<file path="config.mk">
export PLATFORM = sky130hd
export DESIGN_NAME = pcls_top
export DESIGN_NICKNAME = d
export VERILOG_FILES = /design/src/pkg/pcls_pkg.sv /design/src/hw/pcls_sync.sv /design/src/hw/pcls_top.sv
export SDC_FILE = /design/constraint.sdc
export NUM_CORES = 1
export LEC_CHECK = 0
export ABC_AREA = 0
export ABC_CLOCK_PERIOD_IN_PS = 7000
export BUFFER_PORTS_ARGS = -buffer_cell sky130_fd_sc_hd__buf_2
export CAP_MARGIN = 5
export CORE_ASPECT_RATIO = 1.75
export CORE_MARGIN = 4
export CORE_UTILIZATION = 37
export DETAILED_ROUTE_END_ITERATION = 10
export GPL_ROUTABILITY_DRIVEN = 1
export GPL_TIMING_DRIVEN = 0
export PLACE_DENSITY = 0.59
export SYNTH_ARGS = -nofsm -noshare
export SYNTH_HDL_FRONTEND = slang
export SYNTH_SLANG_ARGS = --single-unit
</file>
<file path="constraint.sdc">
create_clock -name aclk -period 7 [get_ports aclk]
set_input_delay 0.7 -clock aclk [delete_from_list [all_inputs] [get_ports aclk]]
set_output_delay 0.7 -clock aclk [all_outputs]
set_load 0.03 [all_outputs]
</file>
<file path="src/pkg/pcls_pkg.sv">
// Constants and types of the passive configuration load sequencer
package pcls_pkg;

   // ==========================================================
   // Clock and timing
   localparam int unsigned CLK_PERIOD_NS = 40;
   localparam int unsigned T_CF2ST0_MAX_NS = 600;
   localparam int unsigned CF2ST0_CYC = T_CF2ST0_MAX_NS / CLK_PERIOD_NS;
   localparam int unsigned T_STATUS_MIN_US = 268;
   localparam int unsigned STATUS_MIN_CYC =
      (T_STATUS_MIN_US * 1000 + CLK_PERIOD_NS - 1) / CLK_PERIOD_NS;
   localparam int unsigned T_CF2ST1_MAX_US = 1506;
   localparam int unsigned CF2ST1_CYC =
      T_CF2ST1_MAX_US * 1000 / CLK_PERIOD_NS;
   localparam int unsigned T_CD2UM_MIN_US = 175;
   localparam int unsigned CD2UM_MIN_CYC =
      (T_CD2UM_MIN_US * 1000 + CLK_PERIOD_NS - 1) / CLK_PERIOD_NS;
   localparam int unsigned T_CD2UM_MAX_US = 437;
   localparam int unsigned CD2UM_MAX_CYC =
      T_CD2UM_MAX_US * 1000 / CLK_PERIOD_NS;
   localparam int unsigned T_CLK_MAX_PERIOD_NS = 8;
   localparam int unsigned CD2CU_PERIODS = 4;
   localparam int unsigned CD2CU_CYC =
      (CD2CU_PERIODS * T_CLK_MAX_PERIOD_NS + CLK_PERIOD_NS - 1)
      / CLK_PERIOD_NS;
   localparam int unsigned USER_INIT_CLOCKS = 8576;

   // ==========================================================
   // Register map
   localparam logic [7:0] OFS_CTRL = 8'h00;
   localparam logic [7:0] OFS_LOAD_LEN = 8'h04;
   localparam logic [7:0] OFS_STATUS = 8'h08;
   localparam logic [7:0] OFS_WORD_COUNT = 8'h0C;
   localparam logic [7:0] OFS_LAST_WORD = 8'h10;
   localparam logic [31:0] LOAD_LEN_RST = 32'h0000_0010;
   localparam logic [1:0] RESP_OKAY = 2'h0;
   localparam logic [1:0] RESP_DECERR = 2'h3;

   // ==========================================================
   // Types
   typedef enum logic [1:0]
   {
      PCLS_SERIAL = 2'b00,
      PCLS_X8 = 2'b01,
      PCLS_X16 = 2'b10,
      PCLS_X32 = 2'b11
   } pcls_bus_mode_t;

   typedef enum logic [2:0]
   {
      PCLS_RESET = 3'b000,
      PCLS_RELEASE = 3'b001,
      PCLS_LOAD = 3'b010,
      PCLS_DONE = 3'b011,
      PCLS_UINIT = 3'b100,
      PCLS_USER = 3'b101
   } pcls_phase_t;

   typedef struct packed
   {
      logic uinit_opt;
      logic decompress;
      logic decrypt;
      pcls_bus_mode_t bus_mode;
   } pcls_ctrl_t;

   typedef struct packed
   {
      pcls_phase_t st;
      logic [31:0] timer;
      logic [3:0] phase;
      logic [31:0] shreg;
      logic [4:0] bitcnt;
      logic [31:0] word_count;
      logic [31:0] last_word;
      logic [31:0] ucount;
      logic load_complete;
      logic status_oe;
      logic status_out;
      logic user_mode;
      logic uclk_en;
      logic req_prev;
      logic clk_prev;
      logic uclk_prev;
      pcls_ctrl_t ctrl;
      logic [31:0] load_len;
      logic aw_got;
      logic w_got;
      logic [7:0] awaddr;
      logic [31:0] wdata;
      logic [3:0] wstrb;
      logic awready;
      logic wready;
      logic bvalid;
      logic [1:0] bresp;
      logic arready;
      logic rvalid;
      logic [31:0] rdata;
      logic [1:0] rresp;
   } pcls_state_t;

endpackage

</file>
<file path="src/hw/pcls_sync.sv">
// Two-flop synchroniser for pins from outside the clock domain
`timescale 1ns/1ps
module pcls_sync
#(
   parameter int unsigned W = 1
)
(
   input wire logic aclk,
   input wire logic aresetn,
   input wire logic [W-1:0] din,
   output logic [W-1:0] dout
);

   typedef struct packed
   {
      logic [W-1:0] s1;
      logic [W-1:0] s2;
   } pcls_sync_st_t;

   pcls_sync_st_t r;
   pcls_sync_st_t next_r;

   // ==========================================================
   // Two stages
   always_comb
   begin
      next_r.s1 = din;
      next_r.s2 = r.s1;
   end

   always_ff @(posedge aclk)
   begin
      if (!aresetn)
         r <= '0;
      else
         r <= next_r;
   end

   assign dout = r.s2;

endmodule

</file>
<file path="src/hw/pcls_top.sv">
// Passive configuration load sequencer with AXI4-Lite registers
`timescale 1ns/1ps
// Function
// - A fall of the request line drives load_complete low within 600 ns.
// - A fall of the request line pulls the status line low within 600 ns.
// - The status line stays low at least 268 us and until the request rises.
// - The status line is released within 1506 us after the request rises.
// - Each data word is sampled on a rising edge of the load clock.
// - With the internal clock, user mode comes 175 to 437 us after done.
// - The user init clock is enabled no sooner than four periods after done.
// - User mode follows the user clock enable plus 8576 user clocks.
// - Ratio one applies with decryption and decompression both off, in serial mode, and in x8 without decompression.
module pcls_top
#(
   parameter int unsigned STATUS_MIN_CYC = pcls_pkg::STATUS_MIN_CYC,
   parameter int unsigned INIT_MIN_CYC = pcls_pkg::CD2UM_MIN_CYC,
   parameter int unsigned USER_INIT_CYC = pcls_pkg::USER_INIT_CLOCKS
)
(
   input wire logic aclk,
   input wire logic aresetn,
   input wire logic s_axi_awvalid,
   output logic s_axi_awready,
   input wire logic [7:0] s_axi_awaddr,
   input wire logic s_axi_wvalid,
   output logic s_axi_wready,
   input wire logic [31:0] s_axi_wdata,
   input wire logic [3:0] s_axi_wstrb,
   output logic s_axi_bvalid,
   input wire logic s_axi_bready,
   output logic [1:0] s_axi_bresp,
   input wire logic s_axi_arvalid,
   output logic s_axi_arready,
   input wire logic [7:0] s_axi_araddr,
   output logic s_axi_rvalid,
   input wire logic s_axi_rready,
   output logic [31:0] s_axi_rdata,
   output logic [1:0] s_axi_rresp,
   input wire logic config_request_n,
   input wire logic cfg_status_line_n_in,
   output logic cfg_status_line_n_out,
   output logic cfg_status_line_n_oe,
   output logic load_complete,
   input wire logic config_clock,
   input wire logic [31:0] config_data,
   input wire logic user_init_clock,
   output logic user_init_clock_en,
   output logic user_mode
);

   localparam int A_CF_MAX = int'(pcls_pkg::CF2ST0_CYC);

   pcls_pkg::pcls_state_t r;
   pcls_pkg::pcls_state_t next_r;
   logic [35:0] sync_out;
   logic req_s;
   logic stat_s;
   logic clk_s;
   logic uclk_s;
   logic [31:0] data_s;
   logic req_fall;
   logic clk_rise;
   logic uclk_rise;
   logic [3:0] ratio;
   logic [31:0] masked_data;

   // ==========================================================
   // Decoding helpers
   function automatic logic [3:0] pcls_ratio(input pcls_pkg::pcls_ctrl_t c);
      logic [3:0] rt;
      rt = 4'h1;
      case (c.bus_mode)
         pcls_pkg::PCLS_X8:
            if (c.decompress)
               rt = 4'h2;
         pcls_pkg::PCLS_X16:
            if (c.decompress)
               rt = 4'h4;
            else if (c.decrypt)
               rt = 4'h2;
         pcls_pkg::PCLS_X32:
            if (c.decompress)
               rt = 4'h8;
            else if (c.decrypt)
               rt = 4'h4;
         default:
            rt = 4'h1;
      endcase
      return rt;
   endfunction

   function automatic logic [31:0] pcls_mask(input pcls_pkg::pcls_bus_mode_t m);
      logic [31:0] mk;
      case (m)
         pcls_pkg::PCLS_X8:
            mk = 32'h0000_00FF;
         pcls_pkg::PCLS_X16:
            mk = 32'h0000_FFFF;
         pcls_pkg::PCLS_X32:
            mk = 32'hFFFF_FFFF;
         default:
            mk = 32'h0000_0001;
      endcase
      return mk;
   endfunction

   function automatic logic [31:0] pcls_merge(input logic [31:0] old,
      input logic [31:0] wd, input logic [3:0] ws);
      logic [31:0] res;
      res = old;
      for (int i = 0; i < 4; i++)
      begin
         if (ws[i])
            res[8*i +: 8] = wd[8*i +: 8];
      end
      return res;
   endfunction

   // ==========================================================
   // Pin synchronisers
   pcls_sync #(.W(36)) u_sync
   (
      .aclk(aclk),
      .aresetn(aresetn),
      .din({user_init_clock, config_clock, cfg_status_line_n_in,
         config_request_n, config_data}),
      .dout(sync_out)
   );

   assign data_s = sync_out[31:0];
   assign req_s = sync_out[32];
   assign stat_s = sync_out[33];
   assign clk_s = sync_out[34];
   assign uclk_s = sync_out[35];
   assign req_fall = r.req_prev && !req_s;
   assign clk_rise = clk_s && !r.clk_prev;
   assign uclk_rise = uclk_s && !r.uclk_prev;
   assign ratio = pcls_ratio(r.ctrl);
   assign masked_data = data_s & pcls_mask(r.ctrl.bus_mode);

   // ==========================================================
   // Next state
   always_comb
   begin
      logic word_done;
      logic [31:0] wm;
      word_done = 1'b0;
      wm = 32'h0;
      next_r = r;
      next_r.req_prev = req_s;
      next_r.clk_prev = clk_s;
      next_r.uclk_prev = uclk_s;
      // Register writes
      if (s_axi_awvalid && r.awready)
      begin
         next_r.aw_got = 1'b1;
         next_r.awaddr = s_axi_awaddr;
      end
      if (s_axi_wvalid && r.wready)
      begin
         next_r.w_got = 1'b1;
         next_r.wdata = s_axi_wdata;
         next_r.wstrb = s_axi_wstrb;
      end
      if (r.bvalid && s_axi_bready)
         next_r.bvalid = 1'b0;
      if (r.aw_got && r.w_got && !r.bvalid)
      begin
         next_r.aw_got = 1'b0;
         next_r.w_got = 1'b0;
         next_r.bvalid = 1'b1;
         next_r.bresp = pcls_pkg::RESP_OKAY;
         case (r.awaddr)
            pcls_pkg::OFS_CTRL:
            begin
               wm = pcls_merge({27'h0, r.ctrl}, r.wdata, r.wstrb);
               next_r.ctrl = pcls_pkg::pcls_ctrl_t'(wm[4:0]);
            end
            pcls_pkg::OFS_LOAD_LEN:
               next_r.load_len = pcls_merge(r.load_len, r.wdata, r.wstrb);
            pcls_pkg::OFS_STATUS, pcls_pkg::OFS_WORD_COUNT,
            pcls_pkg::OFS_LAST_WORD:
               next_r.bresp = pcls_pkg::RESP_OKAY;
            default:
               next_r.bresp = pcls_pkg::RESP_DECERR;
         endcase
      end
      next_r.awready = !next_r.aw_got && !next_r.bvalid;
      next_r.wready = !next_r.w_got && !next_r.bvalid;
      // Register reads
      if (r.rvalid && s_axi_rready)
         next_r.rvalid = 1'b0;
      if (s_axi_arvalid && r.arready)
      begin
         next_r.rvalid = 1'b1;
         next_r.rresp = pcls_pkg::RESP_OKAY;
         case (s_axi_araddr)
            pcls_pkg::OFS_CTRL:
               next_r.rdata = {27'h0, r.ctrl};
            pcls_pkg::OFS_LOAD_LEN:
               next_r.rdata = r.load_len;
            pcls_pkg::OFS_STATUS:
               next_r.rdata = {20'h0, ratio, 1'b0, r.uclk_en, r.status_oe,
                  r.user_mode, r.load_complete, r.st};
            pcls_pkg::OFS_WORD_COUNT:
               next_r.rdata = r.word_count;
            pcls_pkg::OFS_LAST_WORD:
               next_r.rdata = r.last_word;
            default:
            begin
               next_r.rdata = 32'h0;
               next_r.rresp = pcls_pkg::RESP_DECERR;
            end
         endcase
      end
      next_r.arready = !next_r.rvalid;
      // Sequencer
      case (r.st)
         pcls_pkg::PCLS_RESET:
         begin
            next_r.timer = r.timer + 32'h1;
            if (req_s && r.timer >= 32'(STATUS_MIN_CYC - 1))
            begin
               next_r.st = pcls_pkg::PCLS_RELEASE;
               next_r.status_oe = 1'b0;
            end
         end
         pcls_pkg::PCLS_RELEASE:
         begin
            if (stat_s)
            begin
               next_r.st = pcls_pkg::PCLS_LOAD;
               next_r.phase = 4'h0;
            end
         end
         pcls_pkg::PCLS_LOAD:
         begin
            if (clk_rise)
            begin
               if (r.phase == 4'h0)
               begin
                  if (r.ctrl.bus_mode == pcls_pkg::PCLS_SERIAL)
                  begin
                     next_r.shreg = {data_s[0], r.shreg[31:1]};
                     next_r.bitcnt = r.bitcnt + 5'h01;
                     word_done = (r.bitcnt == 5'h1F);
                     if (word_done)
                        next_r.last_word = next_r.shreg;
                  end
                  else
                  begin
                     next_r.last_word = masked_data;
                     word_done = 1'b1;
                  end
               end
               // Extra clocks per word while decoding
               if (r.phase + 4'h1 >= ratio)
                  next_r.phase = 4'h0;
               else
                  next_r.phase = r.phase + 4'h1;
            end
            if (word_done)
            begin
               next_r.word_count = r.word_count + 32'h1;
               if (next_r.word_count >= r.load_len)
               begin
                  next_r.st = pcls_pkg::PCLS_DONE;
                  next_r.load_complete = 1'b1;
                  next_r.timer = 32'h0;
               end
            end
         end
         pcls_pkg::PCLS_DONE:
         begin
            next_r.timer = r.timer + 32'h1;
            if (r.ctrl.uinit_opt)
            begin
               if (r.timer >= 32'(pcls_pkg::CD2CU_CYC - 1))
               begin
                  next_r.uclk_en = 1'b1;
                  next_r.ucount = 32'h0;
                  next_r.st = pcls_pkg::PCLS_UINIT;
               end
            end
            else if (r.timer >= 32'(INIT_MIN_CYC - 1))
            begin
               next_r.user_mode = 1'b1;
               next_r.st = pcls_pkg::PCLS_USER;
            end
         end
         pcls_pkg::PCLS_UINIT:
         begin
            if (uclk_rise)
            begin
               next_r.ucount = r.ucount + 32'h1;
               if (next_r.ucount >= 32'(USER_INIT_CYC))
               begin
                  next_r.user_mode = 1'b1;
                  next_r.st = pcls_pkg::PCLS_USER;
               end
            end
         end
         pcls_pkg::PCLS_USER:
            next_r.user_mode = 1'b1;
         default:
            next_r.st = pcls_pkg::PCLS_RESET;
      endcase
      // Abort and restart on a new request
      if (req_fall)
      begin
         next_r.st = pcls_pkg::PCLS_RESET;
         next_r.timer = 32'h0;
         next_r.status_oe = 1'b1;
         next_r.load_complete = 1'b0;
         next_r.user_mode = 1'b0;
         next_r.uclk_en = 1'b0;
         next_r.word_count = 32'h0;
         next_r.bitcnt = 5'h00;
         next_r.phase = 4'h0;
      end
   end

   always_ff @(posedge aclk)
   begin
      if (!aresetn)
      begin
         r <= '0;
         r.st <= pcls_pkg::PCLS_RESET;
         r.status_oe <= 1'b1;
         r.load_len <= pcls_pkg::LOAD_LEN_RST;
      end
      else
         r <= next_r;
   end

   // ==========================================================
   // Outputs
   assign s_axi_awready = r.awready;
   assign s_axi_wready = r.wready;
   assign s_axi_bvalid = r.bvalid;
   assign s_axi_bresp = r.bresp;
   assign s_axi_arready = r.arready;
   assign s_axi_rvalid = r.rvalid;
   assign s_axi_rdata = r.rdata;
   assign s_axi_rresp = r.rresp;
   assign cfg_status_line_n_out = r.status_out;
   assign cfg_status_line_n_oe = r.status_oe;
   assign load_complete = r.load_complete;
   assign user_init_clock_en = r.uclk_en;
   assign user_mode = r.user_mode;

   // ==========================================================
   // Checks
   logic [31:0] a_lo_cnt;
   logic [31:0] a_rise_cnt;
   logic [31:0] a_done_cnt;
   logic [31:0] a_ucnt;

   always_ff @(posedge aclk)
   begin
      if (!aresetn)
      begin
         a_lo_cnt <= 32'h0;
         a_rise_cnt <= 32'h0;
         a_done_cnt <= 32'h0;
         a_ucnt <= 32'h0;
      end
      else
      begin
         a_lo_cnt <= r.status_oe ? a_lo_cnt + 32'h1 : 32'h0;
         a_rise_cnt <= (r.status_oe && req_s) ? a_rise_cnt + 32'h1 : 32'h0;
         a_done_cnt <= (r.load_complete && !r.user_mode) ?
            a_done_cnt + 32'h1 : 32'h0;
         a_ucnt <= !r.uclk_en ? 32'h0 :
            a_ucnt + {31'h0, uclk_rise && !r.user_mode};
      end
   end
endmodule

</file>
# After elaboration in Yosys (flattened, before gate mapping)
# Cells that the tools add are included.
# W data, S select, Z words.
[totals] reg_bits=375 inputBits=95 wordCells=182
[op_classes] n_addsub=5 order_cmp=6 eq_ne=31 n_mux=49 bitwise_logic=3 reduce_logical=50
[op_table] op="$mux W32" n=5
[op_table] op="$pmux W32 S5" n=1
[op_table] op="$pmux W32 S2" n=2
[op_table] op="$mux W35" n=3
[op_table] op="$add A32 B1 Y32 const B" n=3
[op_table] op="$pmux W32 S3" n=1
[op_table] op="$mux W37" n=2
[op_table] op="$ge A32 B13 Y1 const B" n=2
[op_table] op="$mux W41" n=1
[op_table] op="$and A32 B32 Y32" n=1
[op_table] op="$eq A8 B4 Y1 const B" n=4
[op_table] op="$ge A32 B1 Y1 const B" n=1
[op_table] op="$ge A32 B14 Y1 const B" n=1
[op_table] op="$ge A32 B32 Y1" n=1
[op_table] op="$mux W3" n=10
[op_table] op="$reduce_and A3 Y1" n=9
[op_table] op="$ne A2 B2 Y1 const B" n=10
[op_table] op="$pmux W3 S6" n=1
[op_table] op="$eq A8 B3 Y1 const B" n=2
[op_table] op="$eq A8 B5 Y1 const B" n=2
[op_table] op="$logic_not A8 Y1" n=2
[op_table] op="$logic_and A1 B1 Y1" n=13
[op_table] op="$mux W1" n=12
[op_table] op="$mux W4" n=3
[op_table] op="28 further kinds" n=52

# Logic depth before layout (Yosys ltp)
# Gate-level depths: netlist of the first run.
[depth] word_depth=7 mapped_depth=19 ltp_nobuf=17

# Cells and area by module
# A second synthesis of the first run with hierarchy kept.
[hier_totals] cells_unflattened=2109 hier_area_um2=17779.6
[modules_own_cells] mod="pcls_top" instances=1 cells_each=1958 area_each_um2=15762.6
[modules_own_cells] mod="pcls_sync" instances=1 cells_each=151 area_each_um2=2016.9

# Worst setup path after synthesis of the first run
# Ideal clock, no wire load.
[synth_path] path_type="register to register" from="reg r[198] (netlist name)" to="reg r[286] (netlist name)" setup_time_ns=0.071 arrival_ns=3.954 t_required_ns=6.929 setup_slack_ns=2.976 path_stages_with_launch=19 path_buffers=2 synth_period_minus_slack_ns=4.024 path_cell_list="dfxtp_1 -> buf_2 -> nand4_1 -> or3_1 -> nor4_2 -> nand3_1 -> nor3_2 -> nand3_1 -> xnor2_1 -> ha_1 -> nand2_1 -> o21ai_0 -> a21oi_1 -> a2111oi_0 -> a21o_1 -> a21boi_2 -> clkbuf_1 -> or4_1 -> a21oi_1"
[synth_between] elab_chain_len=4
[synth_rtl] item="start, declared" line="pcls_top.sv:53" text="pcls_pkg::pcls_state_t r;"
[synth_rtl] item="start signal, assigned" line="pcls_top.sv:333" text="r <= next_r;"
[synth_rtl] item="$add A32 B1 Y32" line="pcls_top.sv:264" text="next_r.word_count = r.word_count + 32'h1;"
[synth_rtl] item="$ge A32 B32 Y1" line="pcls_top.sv:265" text="if (next_r.word_count >= r.load_len)"
[synth_rtl] item="$ne A2 B2 Y1 (no source line)"
[synth_rtl] item="$reduce_and A3 Y1 (no source line)"
# No other way between the ends.
# A chain may end at the register's enable or synchronous reset.

# Final worst setup path of the first run
[layout_path] from="reg r[196] (netlist name)" to="reg r[275] (netlist name)"
# The elaborated chain is that of the path after synthesis.

==> flow_summary.yaml, run 1 <==
synth:
  synth-edff-count: 0
  avgSynthCellArea_sq_um: 8.414
  syn_nets: 2236
  yosysSeqAreaShare_pct: 42.21
  syn_area_sq_um: 17640
  synth_area_leaders: "dfxtp_1 (42%), nand2_1 (6.8%), a21boi_0 (4.9%)"
  yosys-top-cells-count: "dfxtp_1 (372), nand2_1 (321), a21boi_0 (116), clkbuf_1 (114), nor2_1 (110)"
  yosysTopAreaCell: "dfxtp_1"
  synth_flop_cell: "dfxtp_1"
  synth_warnings: 0
  synth_cell_types: 67
  synth.top_cell.area_share_pct: 42.21
  netlist_instances: 2097
  synth.most_common_cell: "dfxtp_1"
  ys_async_sr_fraction_pct: 0
  ys_ff_latch: 372
global_routing:
  grt_first_pass_wirelength_um: 84880
  grt-ovfl-total: 0
  antenna_found_initial: 5
  grt_pass1_vias: 15790
  grt_util_all_layers_pct: 20.34
  grt_max_degree: 16
pwr:
  ir_worst_vdd_v: 0.0001296
  p_leak_nw: 7.730
  power.density_nw_per_um2: 216.1
clock_network:
  cts_tree: "built"
  clk_path_buf_depth: 3
  root_buffer: "clkbuf_16"
  cts_resized: 0
  numCtsBuffers: 37
  postCtsHoldBufs: 0
  numClockSinks: 372
  clock_latency_ns: 0.56
  htree_num_levels: 2
  path_clk_slew_ns: 0.06
  post_cts_buffers: 0
finish:
  nets: 2411
  drive_gt1_share_pct: 12.31
  area_delta_synth_final_pct: 14.95
  fill_cells: 4741
placed_design:
  port_buffers: 136
  hpwl_um: 41900
  dp_slack_ns: 1.529
  place_congestion: 0.9151
setup_path:
  worstPathArrival_ns: 5.90
  r2r_cells: 17
  path_class: "reg2reg"
  endpoint_kind: "flip-flop"
  critPathLaunchType: "flip-flop"
  crit_fanout: 10
  required_ns: 7.42
timing:
  min_period_ns: 5.479
  relSlewSlack_pct: 23.83
  fin_crit_sh_pct: 78.27
  tightestPinTransition_ns: 1.114
  tns_ns: 0
  fmax_mhz: 182.5
  setup-violations-final: 0
  setup_slack_ns: 1.521
  rsz0062_at_grt: "false"
  slew_viol_final: 0
  finalHoldViolCount: 0
  clock_skew_ns: 0.03368
floorplanning:
  initial_core_util_pct: 37.52
  rows: 105
  dieArea_sq_um: 51380
  coreArea_sq_um: 47030
  die_y_um: 296.9
  fp.dieW_um: 173.1
  ios: 141
drt:
  drtIter0Drc: 836
  drcViolationCount: 0
  vias_per_cell: 5.384
  vias: 15550
  first_pass_iters: 5
  wirelength_um: 53790
  detail_route.wl_per_cell_um: 18.62
  ant_nets: 0
hold_path:
  hp-class: "in2reg"
  hold_depth: 2
status:
  outcome: "completed"
run:
  maxCapViolations: 0
[path summary, 6_finish.rpt]
check,start,endpoint,slack [ns]
max,r[196]$_SDFFE_PP0P_,r[275]$_SDFFE_PP0P_,1.52
max reg2reg,r[196]$_SDFFE_PP0P_,r[275]$_SDFFE_PP0P_,1.52
min,config_data[11],u_sync.next_r[11]$_SDFF_PN0_,0.35
min reg2reg,u_sync.next_r[2]$_SDFF_PN0_,u_sync.dout[2]$_SDFF_PN0_,0.43
[cell families after synthesis]
group / after synthesis / share of synthesized area [%]
other: 1 / 0.02125
DFF: 372 / 42.21
adders and majority gates: 44 / 3.120
buffers and inverters: 229 / 5.843
muxes: 37 / 2.134
xor gates and xnor gates: 76 / 3.773
and+or+nand+nor: 889 / 25.87
AOI/OAI and AO/OA: 449 / 17.03
[power by group]
group / switching, mW / total [mW] / internal (mW)
clock network: 0.880 / 2.01 / 1.13
logic: 0.120 / 0.195 / 0.0743
registers: 0.0212 / 2.18 / 2.16
total: 1.02 / 4.38 / 3.36
[state kept, by name, indices dropped and copies added, names as in the netlist, 32 cells and up]
name,cells
r,257
u_sync.dout,36
u_sync.next_r,36
s_axi_rdata,32
[cell usage in the layout (no fill, tap or decap), types with 50 or more instances in the layout]
master      n
o21ai_0    91
a21boi_0  116
clkbuf_1  119
inv_1      50
buf_2     153
dfxtp_1   372
nand3_1    97
nor2_1    110
and2_1     92
nand2_1   321
a21oi_1    90
[stage by stage]
| stage | cells | util, % | hold WS [ns] | cell area, sq um | total power [mW] |
|---|---|---|---|---|---|
| finish | 2889 | 43.12 | 0.3473 | 20280 | 4.383 |
| global route | 2889 | 43.12 | 0.3401 | 20280 | 4.535 |
| CTS | 2887 | 43.11 | 0.3180 | 20280 | 4.441 |
| detailed placement | 2821 | 40.53 | 0.4169 | 19060 | 2.423 |
| global placement | 2821 | 40.53 | 0.4234 | 19060 | 2.419 |
| floorplan | 2097 | - | 0.4119 | 17640 | 2.330 |
[area by class of cell]
cell class | instances | area (sq um) | share of cell area, %
clock buffers | 49 | 1041 | 5.133
clock inverters | 17 | 175.2 | 0.8637
repair buffers | 136 | 680.7 | 3.356
flip-flops and latches | 372 | 7447 | 36.72
multi-input cells | 1496 | 9166 | 45.19
diodes | 2 | 5.005 | 0.02468
well taps | 588 | 735.7 | 3.627
plain buffers | 179 | 843.3 | 4.158
inverters | 50 | 187.7 | 0.9254
[worst max-delay path, cell delays in order, from the launching register on]
cell and delay [ns]:
dfxtp_1 0.47, nand4_1 0.15, or3_1 0.51, nor4_2 0.49, nand3_1 0.27, nor3_2 0.32
nand3_1 0.14, xnor2_1 0.15, ha_1 0.33, nand2_1 0.06, o21ai_0 0.36, a21oi_1 0.12
a2111oi_0 0.34, a21o_1 0.45, a21o_1 0.23, clkbuf_1 0.46, clkbuf_1 0.44, a21oi_1 0.08
[layer usage]
layer / up-vias / track usage, % / part of all wire, %
met5: - / 0 / 0.024
met4: 2 / 11.55 / 6.2
met3: 152 / 2.621 / 4.1
met2: 465 / 37.17 / 50
met1: 7323 / 22.55 / 40
li1: 7611 / - / -
(Power assumes the default switching activity.)
==> run 2, diff against run 1 <==
--- a/config.mk
+++ b/config.mk
@@ -6,7 +6,7 @@
 export NUM_CORES = 1
 export LEC_CHECK = 0
 export ABC_AREA = 0
-export ABC_CLOCK_PERIOD_IN_PS = 7000
+export ABC_CLOCK_PERIOD_IN_PS = 5370
 export BUFFER_PORTS_ARGS = -buffer_cell sky130_fd_sc_hd__buf_2
 export CAP_MARGIN = 5
 export CORE_ASPECT_RATIO = 1.75
==> constraint.sdc (replaced) <==
create_clock -name aclk -period 5.37 [get_ports aclk]
set_input_delay 0.537 -clock aclk [delete_from_list [all_inputs] [get_ports aclk]]
set_output_delay 0.537 -clock aclk [all_outputs]
set_load 0.03 [all_outputs]
==> flow_summary.yaml, run 2 (synthesis gave the netlist of run 1 again) <==
status:
  outcome: "completed"
placed_design:
  place_congestion: 0.9151
  hpwl_um: 41900
  dp_cells: 2821
  dp_slack_ns: -0.1014
  placed_area_sq_um: 19060
  port_buffers: 136
pwr:
  internal_power_mw: 4.382
  p_leak_nw: 7.748
  swShare_pct: 23.27
  power_switching_mw: 1.329
  total_power_mw: 5.711
  ir_worst_vdd_v: 0.0001690
  power.density_nw_per_um2: 281.3
  power_frac_clock_pct: 45.9
  power_frac_seq_pct: 49.7
  combPwrFrac_pct: 4.5
hold_path:
  hp-start: "config_data[11]"
  hp-class: "in2reg"
  hold_depth: 2
  whs_endpoint: "u_sync.next_r[11]$_SDFF_PN0_"
setup_path:
  critPathBufInv: 2
  cp_top_family: "simple AND/OR/NAND/NOR gates"
  critPathLaunchType: "flip-flop"
  worstPathArrival_ns: 5.50
  crit_chain: "nand4_1, or3_1, nor4_4, nand3_1, nor3_2, nand3_1, xnor2_1, ha_1, a21oi_1, o21ai_1, a2111oi_0, a31oi_1, a21o_2, a21boi_4, buf_2, buf_2, o21ai_0, a21oi_1"
  crit_fanout: 10
  required_ns: 5.86
  critPathMaxStageDelay_ns: 0.52
  crit_path_top_delay_cell: "or3_1"
  reg2reg_from: "r[196]$_SDFFE_PP0P_"
  r2r_cells: 18
  endpoint_kind: "flip-flop"
  rrSetupSlack_ns: 0.36
  path_class: "reg2reg"
  rr_endpoint: "r[273]$_SDFFE_PP0P_"
global_routing:
  antenna_found_initial: 5
  globalRouteMet3Util_pct: 2.621
  grt-busiest-layer: "met2"
  grt_first_pass_wirelength_um: 84880
  grt_pass1_vias: 15790
  met1_usage_pct: 22.55
  grt-ovfl-total: 0
  grt_max_degree: 16
  grt_use_met2_pct: 37.17
  grt_util_all_layers_pct: 20.34
timing:
  fin_crit_sh_pct: 93.39
  setup_slack_ns: 0.3551
  setup-violations-final: 0
  rsz0062_at_grt: "false"
  clock_skew_ns: 0.03160
  tightestPinTransition_ns: 1.117
  slew_viol_final: 0
  fmax_mhz: 199.4
  hold_ws_ns: 0.1838
  min_period_ns: 5.015
  tns_ns: 0
  relSlewSlack_pct: 23.60
  finalHoldViolCount: 0
finish:
  utilization_pct: 43.17
  drive_gt1_share_pct: 12.44
  largest_register_ff_count: 257
  layout_commonest_cell: "dfxtp_1"
  nets: 2411
  stdcell_area_sq_um: 20310
  top_register: "r"
  fill_cells: 4734
  area_delta_synth_final_pct: 15.08
  stdcell_count: 2889
  final_cell_mix: "dfxtp_1 (372), nand2_1 (321), buf_2 (153)"
drt:
  vias: 15500
  vias_per_cell: 5.364
  drtIter0Drc: 929
  first_pass_iters: 5
  drcViolationCount: 0
  detail_route.wl_per_cell_um: 18.62
  ant_nets: 0
  wirelength_um: 53780
clock_network:
  root_buffer: "clkbuf_16"
  numClockSinks: 372
  clk_path_buf_depth: 3
  path_clk_slew_ns: 0.06
  htree_num_levels: 2
  cts_tree: "built"
  clock_latency_ns: 0.56
  post_cts_buffers: 0
  postCtsHoldBufs: 0
  numCtsBuffers: 37
floorplanning:
  initial_core_util_pct: 37.52
  fp.dieW_um: 173.1
  die_y_um: 296.9
  coreArea_sq_um: 47030
  ios: 141
  dieArea_sq_um: 51380
  rows: 105
run:
  maxCapViolations: 0
[run 2: final cells by class]
type | instances | area, sq um | share of cell area (%)
flip-flops and latches | 372 | 7447 | 36.68
diodes | 2 | 5.005 | 0.02465
clock buffers | 49 | 1041 | 5.127
clock inverters | 17 | 175.2 | 0.8627
plain buffers | 179 | 844.6 | 4.159
repair buffers | 136 | 680.7 | 3.352
well taps | 588 | 735.7 | 3.623
inverters | 50 | 187.7 | 0.9243
multi-input cells | 1496 | 9189 | 45.25
[run 2: timing repair]
action,4_1_cts,5_1_grt
endpoints found under the setup margin,10,27
pin swaps,0,0
gates resized for setup,1,6
[run 2: worst max-delay path by stage]
stage                                   start                  end  slack, ns  cells past startpoint
after floorplan           r[198]$_SDFFE_PP0P_  r[286]$_SDFFE_PP0P_       1.35                     18
after CTS                 r[198]$_SDFFE_PP0P_  r[275]$_SDFFE_PP0P_       0.03                     18
after detailed placement  r[198]$_SDFFE_PP0P_  r[283]$_SDFFE_PP0P_      -0.10                     18
after global placement    r[198]$_SDFFE_PP0P_  r[282]$_SDFFE_PP0P_      -0.05                     18
final                     r[196]$_SDFFE_PP0P_  r[273]$_SDFFE_PP0P_       0.36                     18
after global routing      r[198]$_SDFFE_PP0P_  r[272]$_SDFFE_PP0P_       0.04                     19
[run 2: power groups by stage]
stage | sequential (mW) | clock, mW | combinational (mW)
6_report | 2.84 | 2.62 | 0.254
5_1_grt | 2.84 | 2.79 | 0.280
4_1_cts | 2.84 | 2.69 | 0.260
3_5_place_dp | 2.90 | 0 | 0.259
3_3_place_gp | 2.90 | 0 | 0.255
2_1_floorplan | 2.89 | 0 | 0.145
[run 2: layer usage]
layer,up-vias,routed length [um],share of wire (%)
met5,-,13,0.024
met2,434,26880,50
met4,2,3339,6.2
met3,145,2087,3.9
met1,7311,21460,40
li1,7606,-,-
[run 2: worst register-to-register path, cell delays in order (launching register included)]
cell and delay (ns):
dfxtp_1 0.48, nand4_1 0.16, or3_1 0.52, nor4_4 0.40, nand3_1 0.24, nor3_2 0.31
nand3_1 0.14, xnor2_1 0.15, ha_1 0.32, a21oi_1 0.16, o21ai_1 0.14, a2111oi_0 0.41
a31oi_1 0.15, a21o_2 0.31, a21boi_4 0.30, buf_2 0.26, buf_2 0.25, o21ai_0 0.14
a21oi_1 0.13
